### config.mk
export PLATFORM = sky130hd
export DESIGN_NAME = obb_ctrl
export DESIGN_NICKNAME = d
export VERILOG_FILES = /design/src/obb_pkg.sv /design/src/obb_ctrl.sv
export VERILOG_INCLUDE_DIRS = /design/src /design/src/src
export SDC_FILE = /design/constraint.sdc
export NUM_CORES = 1
export LEC_CHECK = 0
export BUFFER_PORTS_ARGS = -buffer_cell sky130_fd_sc_hd__buf_2
export CAP_MARGIN = 10
export CORE_ASPECT_RATIO = 0.6
export CORE_MARGIN = 3
export CORE_UTILIZATION = 65
export DETAILED_ROUTE_END_ITERATION = 6
export HOLD_SLACK_MARGIN = 0.1
export MAX_ROUTING_LAYER = met4
export PLACE_DENSITY_LB_ADDON = 0.08
export SETUP_SLACK_MARGIN = 0.15
export SYNTH_ARGS = -nofsm -noshare
export SYNTH_HDL_FRONTEND = slang
export SYNTH_SLANG_ARGS = --single-unit
### constraint.sdc
create_clock -name clk -period 4.92 [get_ports clk]
set_input_delay 0.246 -clock clk [delete_from_list [all_inputs] [get_ports clk]]
set_output_delay 0.246 -clock clk [all_outputs]
set_load 0.005 [all_outputs]
### src/obb_regs.svh
// constants for the overload blanking and brownout sequencer
`ifndef OBB_REGS_SVH
`define OBB_REGS_SVH
// ***********************************************
// time base and durations
// ***********************************************
`define OBB_CLK_KHZ   200000
`define OBB_BLANK_MS  20
`define OBB_SPIKE_US  30
`define OBB_BLANK_CYC (`OBB_BLANK_MS * `OBB_CLK_KHZ)
`define OBB_SPIKE_CYC ((`OBB_SPIKE_US * `OBB_CLK_KHZ) / 1000)
`define OBB_EXT_COUNT 256
// ***********************************************
// reset values
// ***********************************************
`define OBB_CNT_RST   9'h000
`define OBB_TMR_RST   32'h0000_0000
`endif
### src/obb_pkg.sv
// types for the overload blanking and brownout sequencer
package obb_pkg;
  // comparator levels from the analog side, raw or synchronised
  typedef struct packed {
    logic overload;   // feedback_burst_pin above 4.5 V
    logic pin_high;   // multifunction_timing_pin at 4.5 V
    logic pin_low;    // multifunction_timing_pin below 0.9 V
    logic vcc_7v;     // supply above 7 V
    logic uvlo_on;    // supply reached 17 V turn-on
  } obb_cmp_t;
  // analog switch controls on the timing pin
  typedef struct packed {
    logic discharge_switch;
    logic charge_switch;
    logic sink_enable_switch;
  } obb_drive_t;
  // mode and status toward the controller core
  typedef struct packed {
    logic ext_done;
    logic auto_restart;
    logic restart_odd;
    logic switching_en;
    logic soft_start;
    logic fault_detect_en;
    logic brownout;
  } obb_mode_t;
  // overload blanking sequence
  typedef enum logic [2:0] {
    OBB_IDLE   = 3'b000,
    OBB_FIXED  = 3'b001,
    OBB_DISCH  = 3'b010,
    OBB_CHARGE = 3'b011,
    OBB_DONE   = 3'b100,
    OBB_SPIKE  = 3'b101
  } obb_state_t;
endpackage

### src/obb_ctrl.sv
// overload blanking and brownout protection sequencer
`timescale 1ns/100ps
`default_nettype none
`include "obb_regs.svh"
module obb_ctrl
  import obb_pkg::*;
#(
  parameter int unsigned BLANK_CYC = `OBB_BLANK_CYC,
  parameter int unsigned SPIKE_CYC = `OBB_SPIKE_CYC,
  parameter int unsigned EXT_COUNT = `OBB_EXT_COUNT
)(
  // clock and control
  input  wire logic       clk,
  input  wire logic       rst,
  input  wire logic       ce,
  // raw comparator levels, asynchronous
  input  wire obb_cmp_t   cmp_in,
  // timing pin switches
  output obb_drive_t      drive,
  // mode outputs
  output obb_mode_t       mode
);
  // ***********************************************
  // elaboration checks
  // ***********************************************
  if (EXT_COUNT < 1 || EXT_COUNT > 511)
    $error("extended count must be 1 to 511");
  if (BLANK_CYC < 1 || SPIKE_CYC < 1)
    $error("timer lengths must be at least one cycle");

  // ***********************************************
  // synchronisers
  // ***********************************************
  obb_cmp_t   sync1_r;            // first stage, read by second only
  obb_cmp_t   cmp_r;              // safe levels
  obb_cmp_t   cmp_d_r;            // previous safe levels for edges

  // two flops on every comparator level
  always_ff @(posedge clk)
  begin
    if (rst)
    begin
      sync1_r <= '0;
      cmp_r   <= '0;
      cmp_d_r <= '0;
    end
    else if (ce)
    begin
      sync1_r <= cmp_in;
      cmp_r   <= sync1_r;
      cmp_d_r <= cmp_r;
    end
  end

  // edge events on safe levels
  logic uvlo_rise;                // new restart cycle begins
  logic vcc7_rise;                // brownout logic powers up
  logic pin_fall_low;             // pin dropped below 0.9 V
  logic pin_rise_low;             // pin rose past 0.9 V
  assign uvlo_rise    = cmp_r.uvlo_on & ~cmp_d_r.uvlo_on;
  assign vcc7_rise    = cmp_r.vcc_7v & ~cmp_d_r.vcc_7v;
  assign pin_fall_low = cmp_r.pin_low & ~cmp_d_r.pin_low;
  assign pin_rise_low = ~cmp_r.pin_low & cmp_d_r.pin_low;

  // ***********************************************
  // overload blanking sequence
  // ***********************************************
  obb_state_t  state_r;           // blanking sequence state
  obb_state_t  state_nxt;
  logic [31:0] tmr_r;             // fixed and spike timer
  logic [8:0]  extended_cycle_counter;
  logic        ar_r;              // odd skip auto restart active
  logic        odd_r;             // current restart cycle is odd
  logic        fault_det;         // overload may be acted on
  logic        overload_and_gate; // overload and completion
  logic        tmr_end;
  logic        ext_end;

  assign fault_det = ~ar_r;
  assign tmr_end   = (state_r == OBB_FIXED)
                     ? (tmr_r >= BLANK_CYC - 1)
                     : (tmr_r >= SPIKE_CYC - 1);
  assign ext_end   = (extended_cycle_counter
                      == 9'(EXT_COUNT - 1));
  assign overload_and_gate = cmp_r.overload
                             & (state_r inside {OBB_DONE, OBB_SPIKE});

  // next state of the sequence
  always_comb
  begin
    state_nxt = state_r;
    unique case (state_r)
      OBB_IDLE:
        // comparator trip starts the fixed window
        if (cmp_r.overload && fault_det)
          state_nxt = OBB_FIXED;
      OBB_FIXED:
        if (tmr_end)
          state_nxt = OBB_DISCH;
      OBB_DISCH:
        // discharge until the pin is at 0.9 V
        if (cmp_r.pin_low)
          state_nxt = OBB_CHARGE;
      OBB_CHARGE:
        // charge to 4.5 V, then count or finish
        if (cmp_r.pin_high)
          state_nxt = ext_end ? OBB_DONE
                              : OBB_DISCH;
      OBB_DONE:
        state_nxt = OBB_SPIKE;
      OBB_SPIKE:
        if (tmr_end)
          state_nxt = OBB_IDLE;
      default:
        state_nxt = OBB_IDLE;
    endcase
    // a vanished overload aborts the whole window
    if (!cmp_r.overload)
      state_nxt = OBB_IDLE;
  end

  // state register
  always_ff @(posedge clk)
  begin
    if (rst)
      state_r <= OBB_IDLE;
    else if (ce)
      state_r <= state_nxt;
  end

  // fixed and spike timer, restarts on every state change
  always_ff @(posedge clk)
  begin
    if (rst)
      tmr_r <= `OBB_TMR_RST;
    else if (ce)
    begin
      if (state_nxt != state_r)
        tmr_r <= `OBB_TMR_RST;
      else if (state_r inside {OBB_FIXED, OBB_SPIKE})
        tmr_r <= tmr_r + 32'h0000_0001;
    end
  end

  // extended cycle counter
  always_ff @(posedge clk)
  begin
    if (rst)
      extended_cycle_counter <= `OBB_CNT_RST;
    else if (ce)
    begin
      if (state_nxt == OBB_IDLE)
        extended_cycle_counter <= `OBB_CNT_RST;
      else if (state_r == OBB_CHARGE && cmp_r.pin_high && !ext_end)
        extended_cycle_counter <= extended_cycle_counter
                                  + 9'h001;
    end
  end

  // ***********************************************
  // odd skip auto restart
  // ***********************************************
  // entry after spike delay; exit only when an even cycle starts
  always_ff @(posedge clk)
  begin
    if (rst)
    begin
      ar_r  <= 1'b0;
      odd_r <= 1'b0;
    end
    else if (ce)
    begin
      if (state_r == OBB_SPIKE && tmr_end && overload_and_gate)
      begin
        ar_r  <= 1'b1;
        odd_r <= 1'b0;
      end
      else if (ar_r && uvlo_rise)
      begin
        odd_r <= ~odd_r;
        // an even cycle runs detection and soft start again
        if (odd_r)
          ar_r <= 1'b0;
      end
    end
  end

  // ***********************************************
  // brownout latch
  // ***********************************************
  logic brownout_latch;           // set: switching held off
  logic bo_own_pin;               // pin is free for brownout

  // the blanking sequence owns the pin from discharge through the spike delay
  assign bo_own_pin = (state_r == OBB_IDLE) || (state_r == OBB_FIXED);

  // set wins: setting events are tested first
  always_ff @(posedge clk)
  begin
    if (rst)
      brownout_latch <= 1'b1;
    else if (ce)
    begin
      if (!cmp_r.vcc_7v)
        brownout_latch <= 1'b1;
      else if (vcc7_rise || !cmp_r.uvlo_on && !cmp_d_r.vcc_7v)
        brownout_latch <= 1'b1;
      else if (pin_fall_low && bo_own_pin)
        brownout_latch <= 1'b1;
      else if (pin_rise_low && bo_own_pin)
        brownout_latch <= 1'b0;
    end
  end

  // ***********************************************
  // switching permission
  // ***********************************************
  logic run_r;                    // switching granted this cycle
  logic soft_r;                   // one-cycle soft start request

  // grant only at a turn-on edge, never mid-cycle
  always_ff @(posedge clk)
  begin
    if (rst)
    begin
      run_r  <= 1'b0;
      soft_r <= 1'b0;
    end
    else if (ce)
    begin
      soft_r <= 1'b0;
      if (!cmp_r.uvlo_on || brownout_latch)
        run_r <= 1'b0;
      else if (state_r == OBB_SPIKE && tmr_end && overload_and_gate)
        run_r <= 1'b0;
      else if (uvlo_rise && !(ar_r && !odd_r))
      begin
        run_r  <= 1'b1;
        soft_r <= 1'b1;
      end
    end
  end

  // ***********************************************
  // outputs
  // ***********************************************
  // registered switch and mode outputs
  always_ff @(posedge clk)
  begin
    if (rst)
    begin
      drive <= '0;
      mode  <= '0;
    end
    else if (ce)
    begin
      drive.discharge_switch   <= (state_nxt == OBB_DISCH);
      drive.charge_switch      <= (state_nxt == OBB_CHARGE);
      drive.sink_enable_switch <= brownout_latch && cmp_r.vcc_7v
                                  && bo_own_pin;
      mode.ext_done        <= (state_nxt inside {OBB_DONE, OBB_SPIKE});
      mode.auto_restart    <= ar_r;
      mode.restart_odd     <= odd_r;
      mode.switching_en    <= run_r && !brownout_latch;
      mode.soft_start      <= soft_r;
      mode.fault_detect_en <= fault_det;
      mode.brownout        <= brownout_latch;
    end
  end
endmodule
`default_nettype wire

# [Word level (Yosys, flattened, before mapping)]
# Index checks and enable logic that the tools add are counted.
[word_totals] regBits=72 latchBits=0 ram_bits=0 romBits=0 input_bits=8 n_memories=0
[op_classes] n_addsub=2 multipliers=0 div=0 n_lt_le_gt_ge=2 eq_ne=12 n_shift=0 muxes=28 bitwise=11 n_reduce_logical=39
[op_table] op="32-bit two-way mux" count=2
[op_table] op="32-bit by 1-bit adder with 32-bit output, second input constant" count=1
[op_table] op="32-bit by 13-bit greater-or-equal comparator with 1-bit output, second input constant" count=1
[op_table] op="32-bit by 22-bit greater-or-equal comparator with 1-bit output, second input constant" count=1
[op_table] op="3-bit two-way mux" count=7
[op_table] op="9-bit two-way mux" count=2
[op_table] op="3-bit one-hot mux with 6 select lines" count=1
[op_table] op="1-bit two-way mux" count=16
[op_table] op="1-bit logical AND" count=14
[op_table] op="2-bit nonzero test" count=7
[op_table] op="3-bit by 2-bit equality test with 1-bit output, second input constant" count=4
[op_table] op="3-bit equality test, second input constant" count=4
[op_table] op="2-bit AND reduction" count=5
[op_table] op="9-bit by 1-bit adder with 9-bit output, second input constant" count=1
[op_table] op="9-bit by 8-bit equality test with 1-bit output, second input constant" count=1
[op_table] op="1-bit zero test" count=6
[op_table] op="3-bit zero test" count=2
[op_table] op="1-bit inverter" count=6
[op_table] op="1-bit AND" count=5
[op_table] op="4-bit by 1-bit != test with 1-bit output, second input constant" count=1
[op_table] op="3-bit by 1-bit equality test with 1-bit output, second input constant" count=1
[op_table] op="1-bit logical OR" count=3
[op_table] op="3-bit != test" count=1
[op_table] op="3-bit AND reduction" count=1
[op_table] op="3-bit nonzero test" count=1

# [Longest topological paths before layout]
# Gate-level depths: netlist of the first run.
[depth] ltp_word=8 mapped_depth=12 ltp_nobuf=10

# [Worst setup path before layout of the first run]
# OpenSTA, ideal clock, no wires.
[synth_path] path_kind="flip-flop to flip-flop" from="reg extended_cycle_counter[0]" to="reg tmr_r[20]" setup_ns=0.070 t_arrival_ns=2.380 t_required_ns=4.850 path_slack_ns=2.470 stages_incl_launch_ff=12 synth_period_minus_slack_ns=2.450 cell_sequence="dfxtp_1 -> ha_1 -> and3_1 -> and3_1 -> ha_1 -> and3_1 -> o21ai_0 -> o211a_1 -> o21a_1 -> buf_4 -> or4b_1 -> a21oi_1"
[synth_between] elab_chain_cells=8 word_cells_on_any_way=9 cone_classes="eq/ne (2); mux (5); reduce/logical (2)"
[synth_lines] element="start, declared" line_no="obb_ctrl.sv:71" text="logic [8:0] extended_cycle_counter;"
[synth_lines] element="start signal, assigned" line_no="obb_ctrl.sv:149" text="extended_cycle_counter <= `OBB_CNT_RST;"
[synth_lines] element="start signal, assigned" line_no="obb_ctrl.sv:153" text="extended_cycle_counter <= `OBB_CNT_RST;"
[synth_lines] element="start signal, assigned" line_no="obb_ctrl.sv:155" text="extended_cycle_counter <= extended_cycle_counter"
[synth_lines] element="9-bit by 8-bit equality test with 1-bit output (*)" line_no="obb_ctrl.sv:84" text="== 9'(EXT_COUNT - 1));"
[synth_lines] element="3-bit two-way mux (*)" line_no="obb_ctrl.sv:107" text="state_nxt = ext_end ? OBB_DONE"
[synth_lines] element="3-bit two-way mux (*)" line_no="obb_ctrl.sv:106" text="if (cmp_r.pin_high)"
[synth_lines] element="3-bit one-hot mux with 6 select lines (*)" line_no="obb_ctrl.sv:92" text="unique case (state_r)"
[synth_lines] element="3-bit two-way mux (*)" line_no="obb_ctrl.sv:118" text="if (!cmp_r.overload)"
[synth_lines] element="3-bit != test (*)" line_no="obb_ctrl.sv:138" text="if (state_nxt != state_r)"
[synth_lines] element="2-bit nonzero test (no source line)"
[synth_lines] element="2-bit AND reduction (no source line)"
[synth_lines] element="end signal, assigned" line_no="obb_ctrl.sv:135" text="tmr_r <= `OBB_TMR_RST;"
[synth_lines] element="end signal, assigned" line_no="obb_ctrl.sv:139" text="tmr_r <= `OBB_TMR_RST;"
[synth_lines] element="end signal, assigned" line_no="obb_ctrl.sv:141" text="tmr_r <= tmr_r + 32'h0000_0001;"
[synth_lines] element="end, declared" line_no="obb_ctrl.sv:70" text="logic [31:0] tmr_r;"
# Mark *: on every way between the ends. The rest lies on a longest branch, timed or not.
# A chain may end at the register's enable or synchronous reset.

# [Worst setup path after layout of the first run]
[layout_path] from="reg state_r[0]" to="reg extended_cycle_counter[2]"
[layout_between] elab_chain_cells=8 word_cells_on_any_way=20 cone_classes="eq/ne (5); mux (9); reduce/logical (6)"
[layout_lines] element="start, declared" line_no="obb_ctrl.sv:68" text="obb_state_t state_r;"
[layout_lines] element="start signal, assigned" line_no="obb_ctrl.sv:128" text="state_r <= state_nxt;"
[layout_lines] element="3-bit by 1-bit equality test with 1-bit output" line_no="obb_ctrl.sv:80, obb_ctrl.sv:92"
[layout_lines] element="1-bit two-way mux" line_no="obb_ctrl.sv:81" text="? (tmr_r >= BLANK_CYC - 1)"
[layout_lines] element="3-bit two-way mux, on equally long branches" line_no="obb_ctrl.sv:112, obb_ctrl.sv:98"
[layout_lines] element="3-bit one-hot mux with 6 select lines" line_no="obb_ctrl.sv:92"
[layout_lines] element="3-bit two-way mux" line_no="obb_ctrl.sv:118"
[layout_lines] element="3-bit zero test" line_no="obb_ctrl.sv:152" text="if (state_nxt == OBB_IDLE)"
[layout_lines] element="2-bit nonzero test (no source line)"
[layout_lines] element="2-bit AND reduction (no source line)"
# Parallel ways exist; a longest one is shown, timed or not.

==> results of run 1 <==
==> flip-flops by register name (all words and copies together) (netlist names), 3 cells and up <==
register / flops
cmp_r: 5
mode: 7
drive: 3
extended_cycle_counter: 9
sync1_r: 5
cmp_d_r: 3
state_r: 3
tmr_r: 32
==> stage by stage <==
| stage | hold slack, ps | cell area, um^2 | util | power (mW) | setup slack (ps) |
|---|---|---|---|---|---|
| final | 133 | 3850 | 0.744 | 1.11 | 1620 |
| after global routing | 157 | 3850 | 0.744 | 1.15 | 1230 |
| after CTS | 122 | 3850 | 0.744 | 1.12 | 1710 |
| after detailed placement | 447 | 3660 | 0.707 | 0.674 | 1720 |
| after global placement | 445 | 3660 | 0.707 | 0.672 | 1860 |
| after floorplan | 393 | 3570 | - | 0.658 | 2470 |
==> routing by layer <==
metal	vias up	global-route usage	routed length, um
met5	-	-	0
met4	0	0.0978	105
met3	17	0.0642	714
met2	141	0.387	3350
met1	1515	0.402	3930
li1	1631	-	-
==> cell families (layout without fill, tap and decap cells) <==
kind of cell / Yosys count / after routing / synth area share
and+or+nand+nor: 214 / 214 / 0.307
AOI/OAI and AO/OA: 97 / 97 / 0.178
DFF: 72 / 72 / 0.404
buffers and inverters: 34 / 47 / 0.0379
muxes: 22 / 22 / 0.0621
adders and majority gates: 3 / 3 / 0.0105
==> path summary, 6_finish.rpt <==
path	startpoint	to	cells after the start	slack (ps)
max	state_r[0]	extended_cycle_counter[2]	7	1620
min reg2reg	tmr_r[29]	tmr_r[29]	1	460
max reg2reg	state_r[0]	extended_cycle_counter[2]	7	1620
min	cmp_in[2]	sync1_r[2]	3	130
==> cell usage in the layout, fill, tap and decap left out, types with 8 or more instances in the layout <==
cell and count:
sky130_fd_sc_hd__dfxtp_1 72, sky130_fd_sc_hd__nor2_1 59, sky130_fd_sc_hd__nand2_1 43, sky130_fd_sc_hd__nand3_1 29, sky130_fd_sc_hd__a21oi_1 24, sky130_fd_sc_hd__mux2i_1 21, sky130_fd_sc_hd__a31oi_1 18, sky130_fd_sc_hd__buf_2 17
sky130_fd_sc_hd__o21ai_0 14, sky130_fd_sc_hd__and3_1 11, sky130_fd_sc_hd__inv_1 10, sky130_fd_sc_hd__nor3_1 9, sky130_fd_sc_hd__and2_1 9, sky130_fd_sc_hd__clkbuf_8 9, sky130_fd_sc_hd__nand4_1 8
==> cell usage after synthesis, types with 2 or more instances <==
cell type                  instances
sky130_fd_sc_hd__buf_1             5
sky130_fd_sc_hd__nand4_1           8
sky130_fd_sc_hd__a22oi_1           4
sky130_fd_sc_hd__nand4b_1          3
sky130_fd_sc_hd__a41oi_1           2
sky130_fd_sc_hd__nor2b_1           5
sky130_fd_sc_hd__and2_1            9
sky130_fd_sc_hd__ha_1              3
sky130_fd_sc_hd__nand2b_1          6
sky130_fd_sc_hd__nor3b_1           4
sky130_fd_sc_hd__buf_2             3
sky130_fd_sc_hd__nor3_1            9
sky130_fd_sc_hd__o31ai_1           2
sky130_fd_sc_hd__and3b_1           2
sky130_fd_sc_hd__a21oi_1          24
sky130_fd_sc_hd__nor2_1           59
sky130_fd_sc_hd__clkbuf_1         14
sky130_fd_sc_hd__nand2_1          43
sky130_fd_sc_hd__a211oi_1          3
sky130_fd_sc_hd__and3_1           11
sky130_fd_sc_hd__nor4b_1           2
sky130_fd_sc_hd__o311ai_1          3
sky130_fd_sc_hd__o21ai_0          14
sky130_fd_sc_hd__o21ba_2           2
sky130_fd_sc_hd__o21ai_1           4
sky130_fd_sc_hd__and4_1            2
sky130_fd_sc_hd__inv_1            10
sky130_fd_sc_hd__mux2i_1          21
sky130_fd_sc_hd__nor4_1            6
sky130_fd_sc_hd__nand3b_1          7
sky130_fd_sc_hd__a21o_1            5
sky130_fd_sc_hd__a31oi_1          18
sky130_fd_sc_hd__nand3_1          29
sky130_fd_sc_hd__dfxtp_1          72
sky130_fd_sc_hd__o211ai_1          3
sky130_fd_sc_hd__a32oi_1           2
==> final cells by class <==
| class | count | area share |
|---|---|---|
| Clock inverter | 6 | 0.0156 |
| Tap cell | 66 | 0.0214 |
| Inverter | 11 | 0.0107 |
| Timing Repair Buffer | 20 | 0.0279 |
| Clock buffer | 10 | 0.0331 |
| Sequential cell | 72 | 0.374 |
| Multi-Input combinational cell | 336 | 0.517 |
==> power groups by stage <==
stage	Sequential (mW)	Clock (mW)	Combinational (mW)
4_1_cts	0.595	0.457	0.0663
3_5_place_dp	0.608	0	0.0661
2_1_floorplan	0.606	0	0.0520
6_report	0.595	0.450	0.0670
3_3_place_gp	0.608	0	0.0643
5_1_grt	0.596	0.483	0.0744
==> critical path, delay by kind of cell, from the launching register on <==
kind               cells  cell delay, ps
AOI/OAI and AO/OA      3            1750
DFF                    1             550
and+or+nand+nor        4             900
==> out/results.md, run 1 <==
## Drt
• number of routed nets with antenna violations: 0
• DRC violation count after routing: 0
• number of iterations in the first detailed-routing pass: 5
• Detailed Route Iter0 Violations: 347
• post-DR wirelength/cell: 15.5 um
• vias post-DR: 3304
• Vias/cell: 6.34
• total length of routed wires: 8.10 mm

## Final layout
• area occupied by multi-input gates: 1990 um^2
• number of standard cells in the final layout excluding fillers: 521
• fillers: 389
• number of antenna diodes: 0
• fraction of final layout cells sized beyond drive strength 1: 0.0945
• Seq. cell area: 1440 um^2
• Area growth syn-to-layout: 7.96%
• final-stage net count: 461

## Job
• max capacitance violation total: 0

## Yosys
• portion of the post-synthesis area used by sequential elements: 0.404
• number of nets produced by synthesis: 453
• Mean Syn Cell Area: 8.07 um^2
• most area-consuming cells after synthesis: sky130_fd_sc_hd__dfxtp_1 (40%), sky130_fd_sc_hd__nor2_1 (6.2%), sky130_fd_sc_hd__mux2i_1 (5.9%)
• gate count after technology mapping: 442
• count of cell types in the netlist: 59
• async set-reset flop share out of synthesis: 0
• Synthesis Warnings: 0
• library cell occupying the most area in the post-synthesis netlist: sky130_fd_sc_hd__dfxtp_1
• flop and latch count out of synthesis: 72
• number of synthesized flops with an enable pin: 0
• top-area cell type share of the netlist area: 0.404
• netlist area before placement: 3570 um^2
• leading register cell type out of synthesis: sky130_fd_sc_hd__dfxtp_1

## Floorplanning
• standard-cell row count: 20
• initial core utilization: 0.689
• DIE AREA: 6440 um^2
• overall die width: 102 um
• vertical die dimension: 63.4 um
• standard cell core area: 5180 um^2
• ports placed on the boundary: 18

## Power and ir drop
• power spent charging and discharging nets: 0.271 mW
• Pint: 0.841 mW
• share of total power in combinational logic: 0.060
• fraction of power spent switching nets: 0.243
• fraction of power consumed by sequential logic: 0.535
• leakage power of the design: 1.41 nW
• fraction of power consumed by the clock network: 0.405
• power density over the cells: 289 nW/um^2
• worst vdd ir: 0.255 mV

## STA
• Tmin final: 3300 ps
• Least-Margin Pin Slew: 991 ps
• max frequency: 0.303 GHz
• setup_tns: 0 ps
• headroom to the max-slew limit: 0.336
• fin crit share: 0.670
• setup skew after layout: 8.59 ps
• number of failing hold endpoints at the final stage: 0
• number of setup violations in the final report: 0
• max-slew violations: 0
• unrepaired setup endpoints after global routing: false

## Worst setup path
• Setup crit end kind: flip-flop
• ordered list of cells on the worst path: and2b_1, nand3_1, a2111oi_0, nor2_1, a31oi_1, nand2_1, o311ai_1
• Critical Path Source Type: flip-flop
• classification of the worst setup path: reg -> reg
• endpoint required time on the critical path: 5170 ps
• Critical-path top delay cell: sky130_fd_sc_hd__a31oi_1
• CP max stage delay: 770 ps
• maximum fanout along the worst path: 13
• crit path DAT: 3550 ps

## Global route
• initial antenna violation count: 0
• total overflow reported by the global router: 0
• first-pass GRT wire length: 14.1 mm
• maximum number of pins on one net before global-route repair: 57
• GRT Total Usage: 0.281
• via count of the first global-routing pass: 2972

## Clock network
• clock sink count: 72
• number of buffers created by CTS: 9
• number of buffers on the longest clock path: 2
• post-cts repair resize count: 0
• latest clock arrival within the worst-skew pair: 350 ps
• clock tree from TritonCTS: built
• number of buffers inserted by post-CTS setup repair: 0
• clock root buffer master: sky130_fd_sc_hd__clkbuf_8
• Clock Pin Slew Worst Setup and Hold Paths: 80 ps
• total number of H-tree levels: 3
• post-cts hold buffer count: 0

## Hold path
• Worst Hold Class: in -> reg

## Placed design
• DP Wirelength: 5.54 mm
• routability congestion estimate from global placement: 0.965
• number of port buffers: 17
• placed insts: 505

## Run status
• result of the run: completed

No activity file was read; power rests on OpenSTA's default activity.
==> run 2: changes to the inputs <==
ABC_AREA = 1   (was unset)
CORE_UTILIZATION = 61   (was 65)
clock period = 3.1 ns   (was 4.92 ns; I/O delays follow)
==> run 2 against run 1 <==
  * Clock skew decreased by 1.5 ps
  * Clock power increased by 73%
  * Non-clock buffer count increased by 12
  * Register-to-register slack got worse by 1200 ps
  * Area after synthesis increased by 10%
  * Via count increased by 21%
==> out/results.md, run 2 <==
## Worst setup path
• cell with the most instances on the worst path: sky130_fd_sc_hd__nand2_1
• number of buffer and inverter stages on the critical path: 1, was 0
• crit path DAT: 3010 ps, was 3550 ps
• Critical-path top delay cell: sky130_fd_sc_hd__dfxtp_1, was sky130_fd_sc_hd__a31oi_1
• classification of the worst setup path: reg -> reg, unchanged
• Critical Path Source Type: flip-flop, unchanged
• ordered list of cells on the worst path: ha_1, nand3_1, nor2_1, nand2_1, nand2_1, nand2_1, nand2_1, nand2_2, nand3_1, nand2_1, nand2_2, nand2_1, nand2_2, buf_4, nand3_1, nand3_1, nand2_1, nor2_1, was and2b_1, nand3_1, a2111oi_0, nor2_1, a31oi_1, nand2_1, o311ai_1
• kind of cell adding the most delay to the critical path: simple AND/OR/NAND/NOR gates, was compound AO/OA/AOI/OAI gates
• endpoint required time on the critical path: 3410 ps, was 5170 ps
• CP max stage delay: 400 ps, was 770 ps
• Setup crit end kind: flip-flop, unchanged
• critical path depth: 18, was 7
• worst reg-to-reg path cell count: 18, was 7
• maximum fanout along the worst path: 22, was 13

## Clock network
• clock tree from TritonCTS: built, unchanged
• number of buffers on the longest clock path: 2, unchanged
• number of buffers created by CTS: 9, unchanged
• clock root buffer master: sky130_fd_sc_hd__clkbuf_8, unchanged
• Clock Pin Slew Worst Setup and Hold Paths: 80 ps, about the same
• latest clock arrival within the worst-skew pair: 370 ps, was 350 ps
• total number of H-tree levels: 3, unchanged
• clock sink count: 72, unchanged

## Placed design
• worst setup slack before clock tree synthesis: 185 ps, was 1720 ps
• number of port buffers: 17, unchanged
• routability congestion estimate from global placement: 1.02, was 0.965
• placed insts: 669, was 505
• DP Wirelength: 6.79 mm, was 5.54 mm

## STA
• unrepaired setup endpoints after global routing: false, unchanged
• PnR worst setup slack: 395 ps, was 1620 ps
• number of setup violations in the final report: 0, unchanged
• max-slew violations: 0, unchanged
• setup_tns: 0 ps, unchanged
• max frequency: 0.370 GHz, was 0.303 GHz
• number of failing hold endpoints at the final stage: 0, unchanged
• Tmin final: 2700 ps, was 3300 ps
• headroom to the max-slew limit: 0.551, was 0.336
• Least-Margin Pin Slew: 673 ps, was 991 ps
• setup skew after layout: 7.11 ps, was 8.59 ps
• fin crit share: 0.873, was 0.670

## Yosys
• Mean Syn Cell Area: 6.60 um^2, was 8.07 um^2
• flop and latch count out of synthesis: 72, unchanged
• count of cell types in the netlist: 36, was 59
• most frequently used cell type in the post-synthesis netlist: sky130_fd_sc_hd__nand2_1, was sky130_fd_sc_hd__dfxtp_1
• netlist area before placement: 3940 um^2, was 3570 um^2
• top-area cell type share of the netlist area: 0.366, was 0.404
• top cells by count, synth: sky130_fd_sc_hd__nand2_1 (117), sky130_fd_sc_hd__nor2_1 (92), sky130_fd_sc_hd__dfxtp_1 (72), was sky130_fd_sc_hd__dfxtp_1 (72), sky130_fd_sc_hd__nor2_1 (59), sky130_fd_sc_hd__nand2_1 (43)
• leading register cell type out of synthesis: sky130_fd_sc_hd__dfxtp_1, unchanged
• number of nets produced by synthesis: 608, was 453
• number of synthesized flops with an enable pin: 0, unchanged
• async set-reset flop share out of synthesis: 0, unchanged
• Synthesis Warnings: 0, unchanged
• gate count after technology mapping: 597, was 442
• portion of the post-synthesis area used by sequential elements: 0.366, was 0.404
• most area-consuming cells after synthesis: sky130_fd_sc_hd__dfxtp_1 (37%), sky130_fd_sc_hd__nand2_1 (11%), sky130_fd_sc_hd__nor2_1 (8.8%), was sky130_fd_sc_hd__dfxtp_1 (40%), sky130_fd_sc_hd__nor2_1 (6.2%), sky130_fd_sc_hd__mux2i_1 (5.9%)
• library cell occupying the most area in the post-synthesis netlist: sky130_fd_sc_hd__dfxtp_1, unchanged

## Final layout
• fillers: 457, was 389
• Area growth syn-to-layout: 10.7%, was 7.96%
• number of standard cells in the final layout excluding fillers: 694, was 521
• final design utilization: 0.738, was 0.744
• most common cell after layout, fill and taps aside: sky130_fd_sc_hd__nand2_1, was sky130_fd_sc_hd__dfxtp_1
• number of antenna diodes: 0, unchanged
• fraction of final layout cells sized beyond drive strength 1: 0.119, was 0.0945
• largest register by flop count: tmr_r, unchanged
• flip-flop count of the largest register after layout: 32, unchanged
• largest registers: tmr_r: 32 flops, extended_cycle_counter: 9 flops, mode: 7 flops, unchanged
• final-stage net count: 620, was 461
• most used cells in the layout excluding fill and tap cells: sky130_fd_sc_hd__nand2_1 (116), sky130_fd_sc_hd__nor2_1 (91), sky130_fd_sc_hd__dfxtp_1 (70), sky130_fd_sc_hd__nand3_1 (64), sky130_fd_sc_hd__inv_1 (54), was sky130_fd_sc_hd__dfxtp_1 (72), sky130_fd_sc_hd__nor2_1 (59), sky130_fd_sc_hd__nand2_1 (43), sky130_fd_sc_hd__nand3_1 (29), sky130_fd_sc_hd__a21oi_1 (24)

## Power and ir drop
• worst vdd ir: 0.414 mV, was 0.255 mV
• power density over the cells: 476 nW/um^2, was 289 nW/um^2
• fraction of power spent switching nets: 0.293, was 0.243
• share of total power in combinational logic: 0.137, was 0.060
• leakage power of the design: 1.89 nW, was 1.41 nW
• fraction of power consumed by the clock network: 0.375, was 0.405
• fraction of power consumed by sequential logic: 0.489, was 0.535
• Pint: 1.47 mW, was 0.841 mW
• power spent charging and discharging nets: 0.608 mW, was 0.271 mW
• total power of the final layout: 2.08 mW, was 1.11 mW

## Floorplanning
• standard-cell row count: 21, was 20
• ports placed on the boundary: 18, unchanged
• initial core utilization: 0.666, was 0.689
• vertical die dimension: 68.2 um, was 63.4 um
• DIE AREA: 7490 um^2, was 6440 um^2
• standard cell core area: 5910 um^2, was 5180 um^2
• overall die width: 110 um, was 102 um

## Drt
• Vias/cell: 5.74, was 6.34
• number of iterations in the first detailed-routing pass: 6, was 5
• number of routed nets with antenna violations: 0, unchanged
• vias post-DR: 3985, was 3304
• post-DR wirelength/cell: 14.4 um, was 15.5 um
• total length of routed wires: 10.0 mm, was 8.10 mm
• DRC violation count after routing: 0, unchanged
• Detailed Route Iter0 Violations: 543, was 347

## Global route
• maximum number of pins on one net before global-route repair: 43, was 57
• GRT Total Usage: 0.296, was 0.281
• via count of the first global-routing pass: 3500, was 2972
• total overflow reported by the global router: 0, unchanged
• initial antenna violation count: 0, unchanged
• first-pass GRT wire length: 16.6 mm, was 14.1 mm

## Hold path
• Hold Crit Depth: 2, was 3
• Worst Hold Class: in -> reg, unchanged

## Run status
• result of the run: completed, unchanged

## Job
• max capacitance violation total: 0, unchanged

[run 2: changes by cell type in the layout (fill, tap and decap cells not counted), moves of 8 or more]
cell / delta
sky130_fd_sc_hd__nand3_1: +35
sky130_fd_sc_hd__nand2_2: +9
sky130_fd_sc_hd__a31oi_1: -18
sky130_fd_sc_hd__xor2_1: +16
sky130_fd_sc_hd__a21oi_1: +28
sky130_fd_sc_hd__nor3_1: +8
sky130_fd_sc_hd__inv_1: +44
sky130_fd_sc_hd__and3_1: -11
sky130_fd_sc_hd__and2_1: -9
sky130_fd_sc_hd__nor2_1: +32
sky130_fd_sc_hd__nand2_1: +73
sky130_fd_sc_hd__mux2i_1: -21
[run 2: cell families after synthesis]
group,Yosys count,share of synthesized area
compound gates,86,0.119
xor+xnor,19,0.0422
fa+ha+maj,3,0.00953
buf+inv,94,0.0985
flops,72,0.366
simple gates,323,0.365
[run 2: path summary, 6_finish.rpt]
kind	from	end	slack, ps
worst max-delay path	tmr_r[0]	tmr_r[1]	400
worst min-delay path	rst	tmr_r[26]	270
worst max register to register	tmr_r[0]	tmr_r[1]	400
worst min register to register	tmr_r[27]	tmr_r[27]	440
[run 2: cell type report]
class | count | area [um^2] | area share
clock inverter | 5 | 63.8 | 0.0146
multi-input combinational | 432 | 2140 | 0.492
clock buffer | 11 | 141 | 0.0324
sequential | 72 | 1440 | 0.331
timing repair buffer | 32 | 235 | 0.0539
inverter | 62 | 233 | 0.0534
tap | 80 | 100 | 0.0230
[run 2: stage by stage]
stage                     area (um^2)  hold slack (ps)
after floorplan                  3940              290
after global placement           4030              377
after detailed placement         4030              387
after CTS                        4300              247
after global routing             4360              287
final                            4360              271
[run 2: power by group through the flow]
stage               registers (mW)  logic [mW]  clock network, mW
floorplan                     1.01       0.225                  0
global placement              1.03       0.252                  0
detailed placement            1.03       0.260                  0
CTS                           1.01       0.272              0.790
finish                        1.01       0.284              0.777
global route                  1.02       0.320              0.828
[run 2: worst reg2reg max path, stage by stage (launching register included)]
cell and delay (ps):
sky130_fd_sc_hd__dfxtp_1 400, sky130_fd_sc_hd__ha_1 300, sky130_fd_sc_hd__nand3_1 200, sky130_fd_sc_hd__nor2_1 220
sky130_fd_sc_hd__nand2_1 80, sky130_fd_sc_hd__nand2_1 80, sky130_fd_sc_hd__nand2_1 50, sky130_fd_sc_hd__nand2_1 70
sky130_fd_sc_hd__nand2_2 70, sky130_fd_sc_hd__nand3_1 70, sky130_fd_sc_hd__nand2_1 80, sky130_fd_sc_hd__nand2_2 110
sky130_fd_sc_hd__nand2_1 70, sky130_fd_sc_hd__nand2_2 150, sky130_fd_sc_hd__buf_4 300, sky130_fd_sc_hd__nand3_1 120
sky130_fd_sc_hd__nand3_1 110, sky130_fd_sc_hd__nand2_1 60, sky130_fd_sc_hd__nor2_1 100
[run 2: repair_timing]
item / in CTS / in global routing
setup endpoints to repair: 13 / 40
endpoints found under the hold margin: 5 / 0
gates cloned: 1 / 0
hold buffers: 5 / 0
setup buffers: 0 / 3
gates resized for setup: 0 / 11
pin swaps: 1 / 2
[run 2: routing by layer]
| metal | routed length (um) | track usage | vias to the layer above |
|---|---|---|---|
| met4 | 167 | 0.0809 | 0 |
| li1 | - | - | 1966 |
| met1 | 4600 | 0.409 | 1782 |
| met3 | 1070 | 0.0829 | 27 |
| met5 | 0 | - | - |
| met2 | 4170 | 0.422 | 210 |
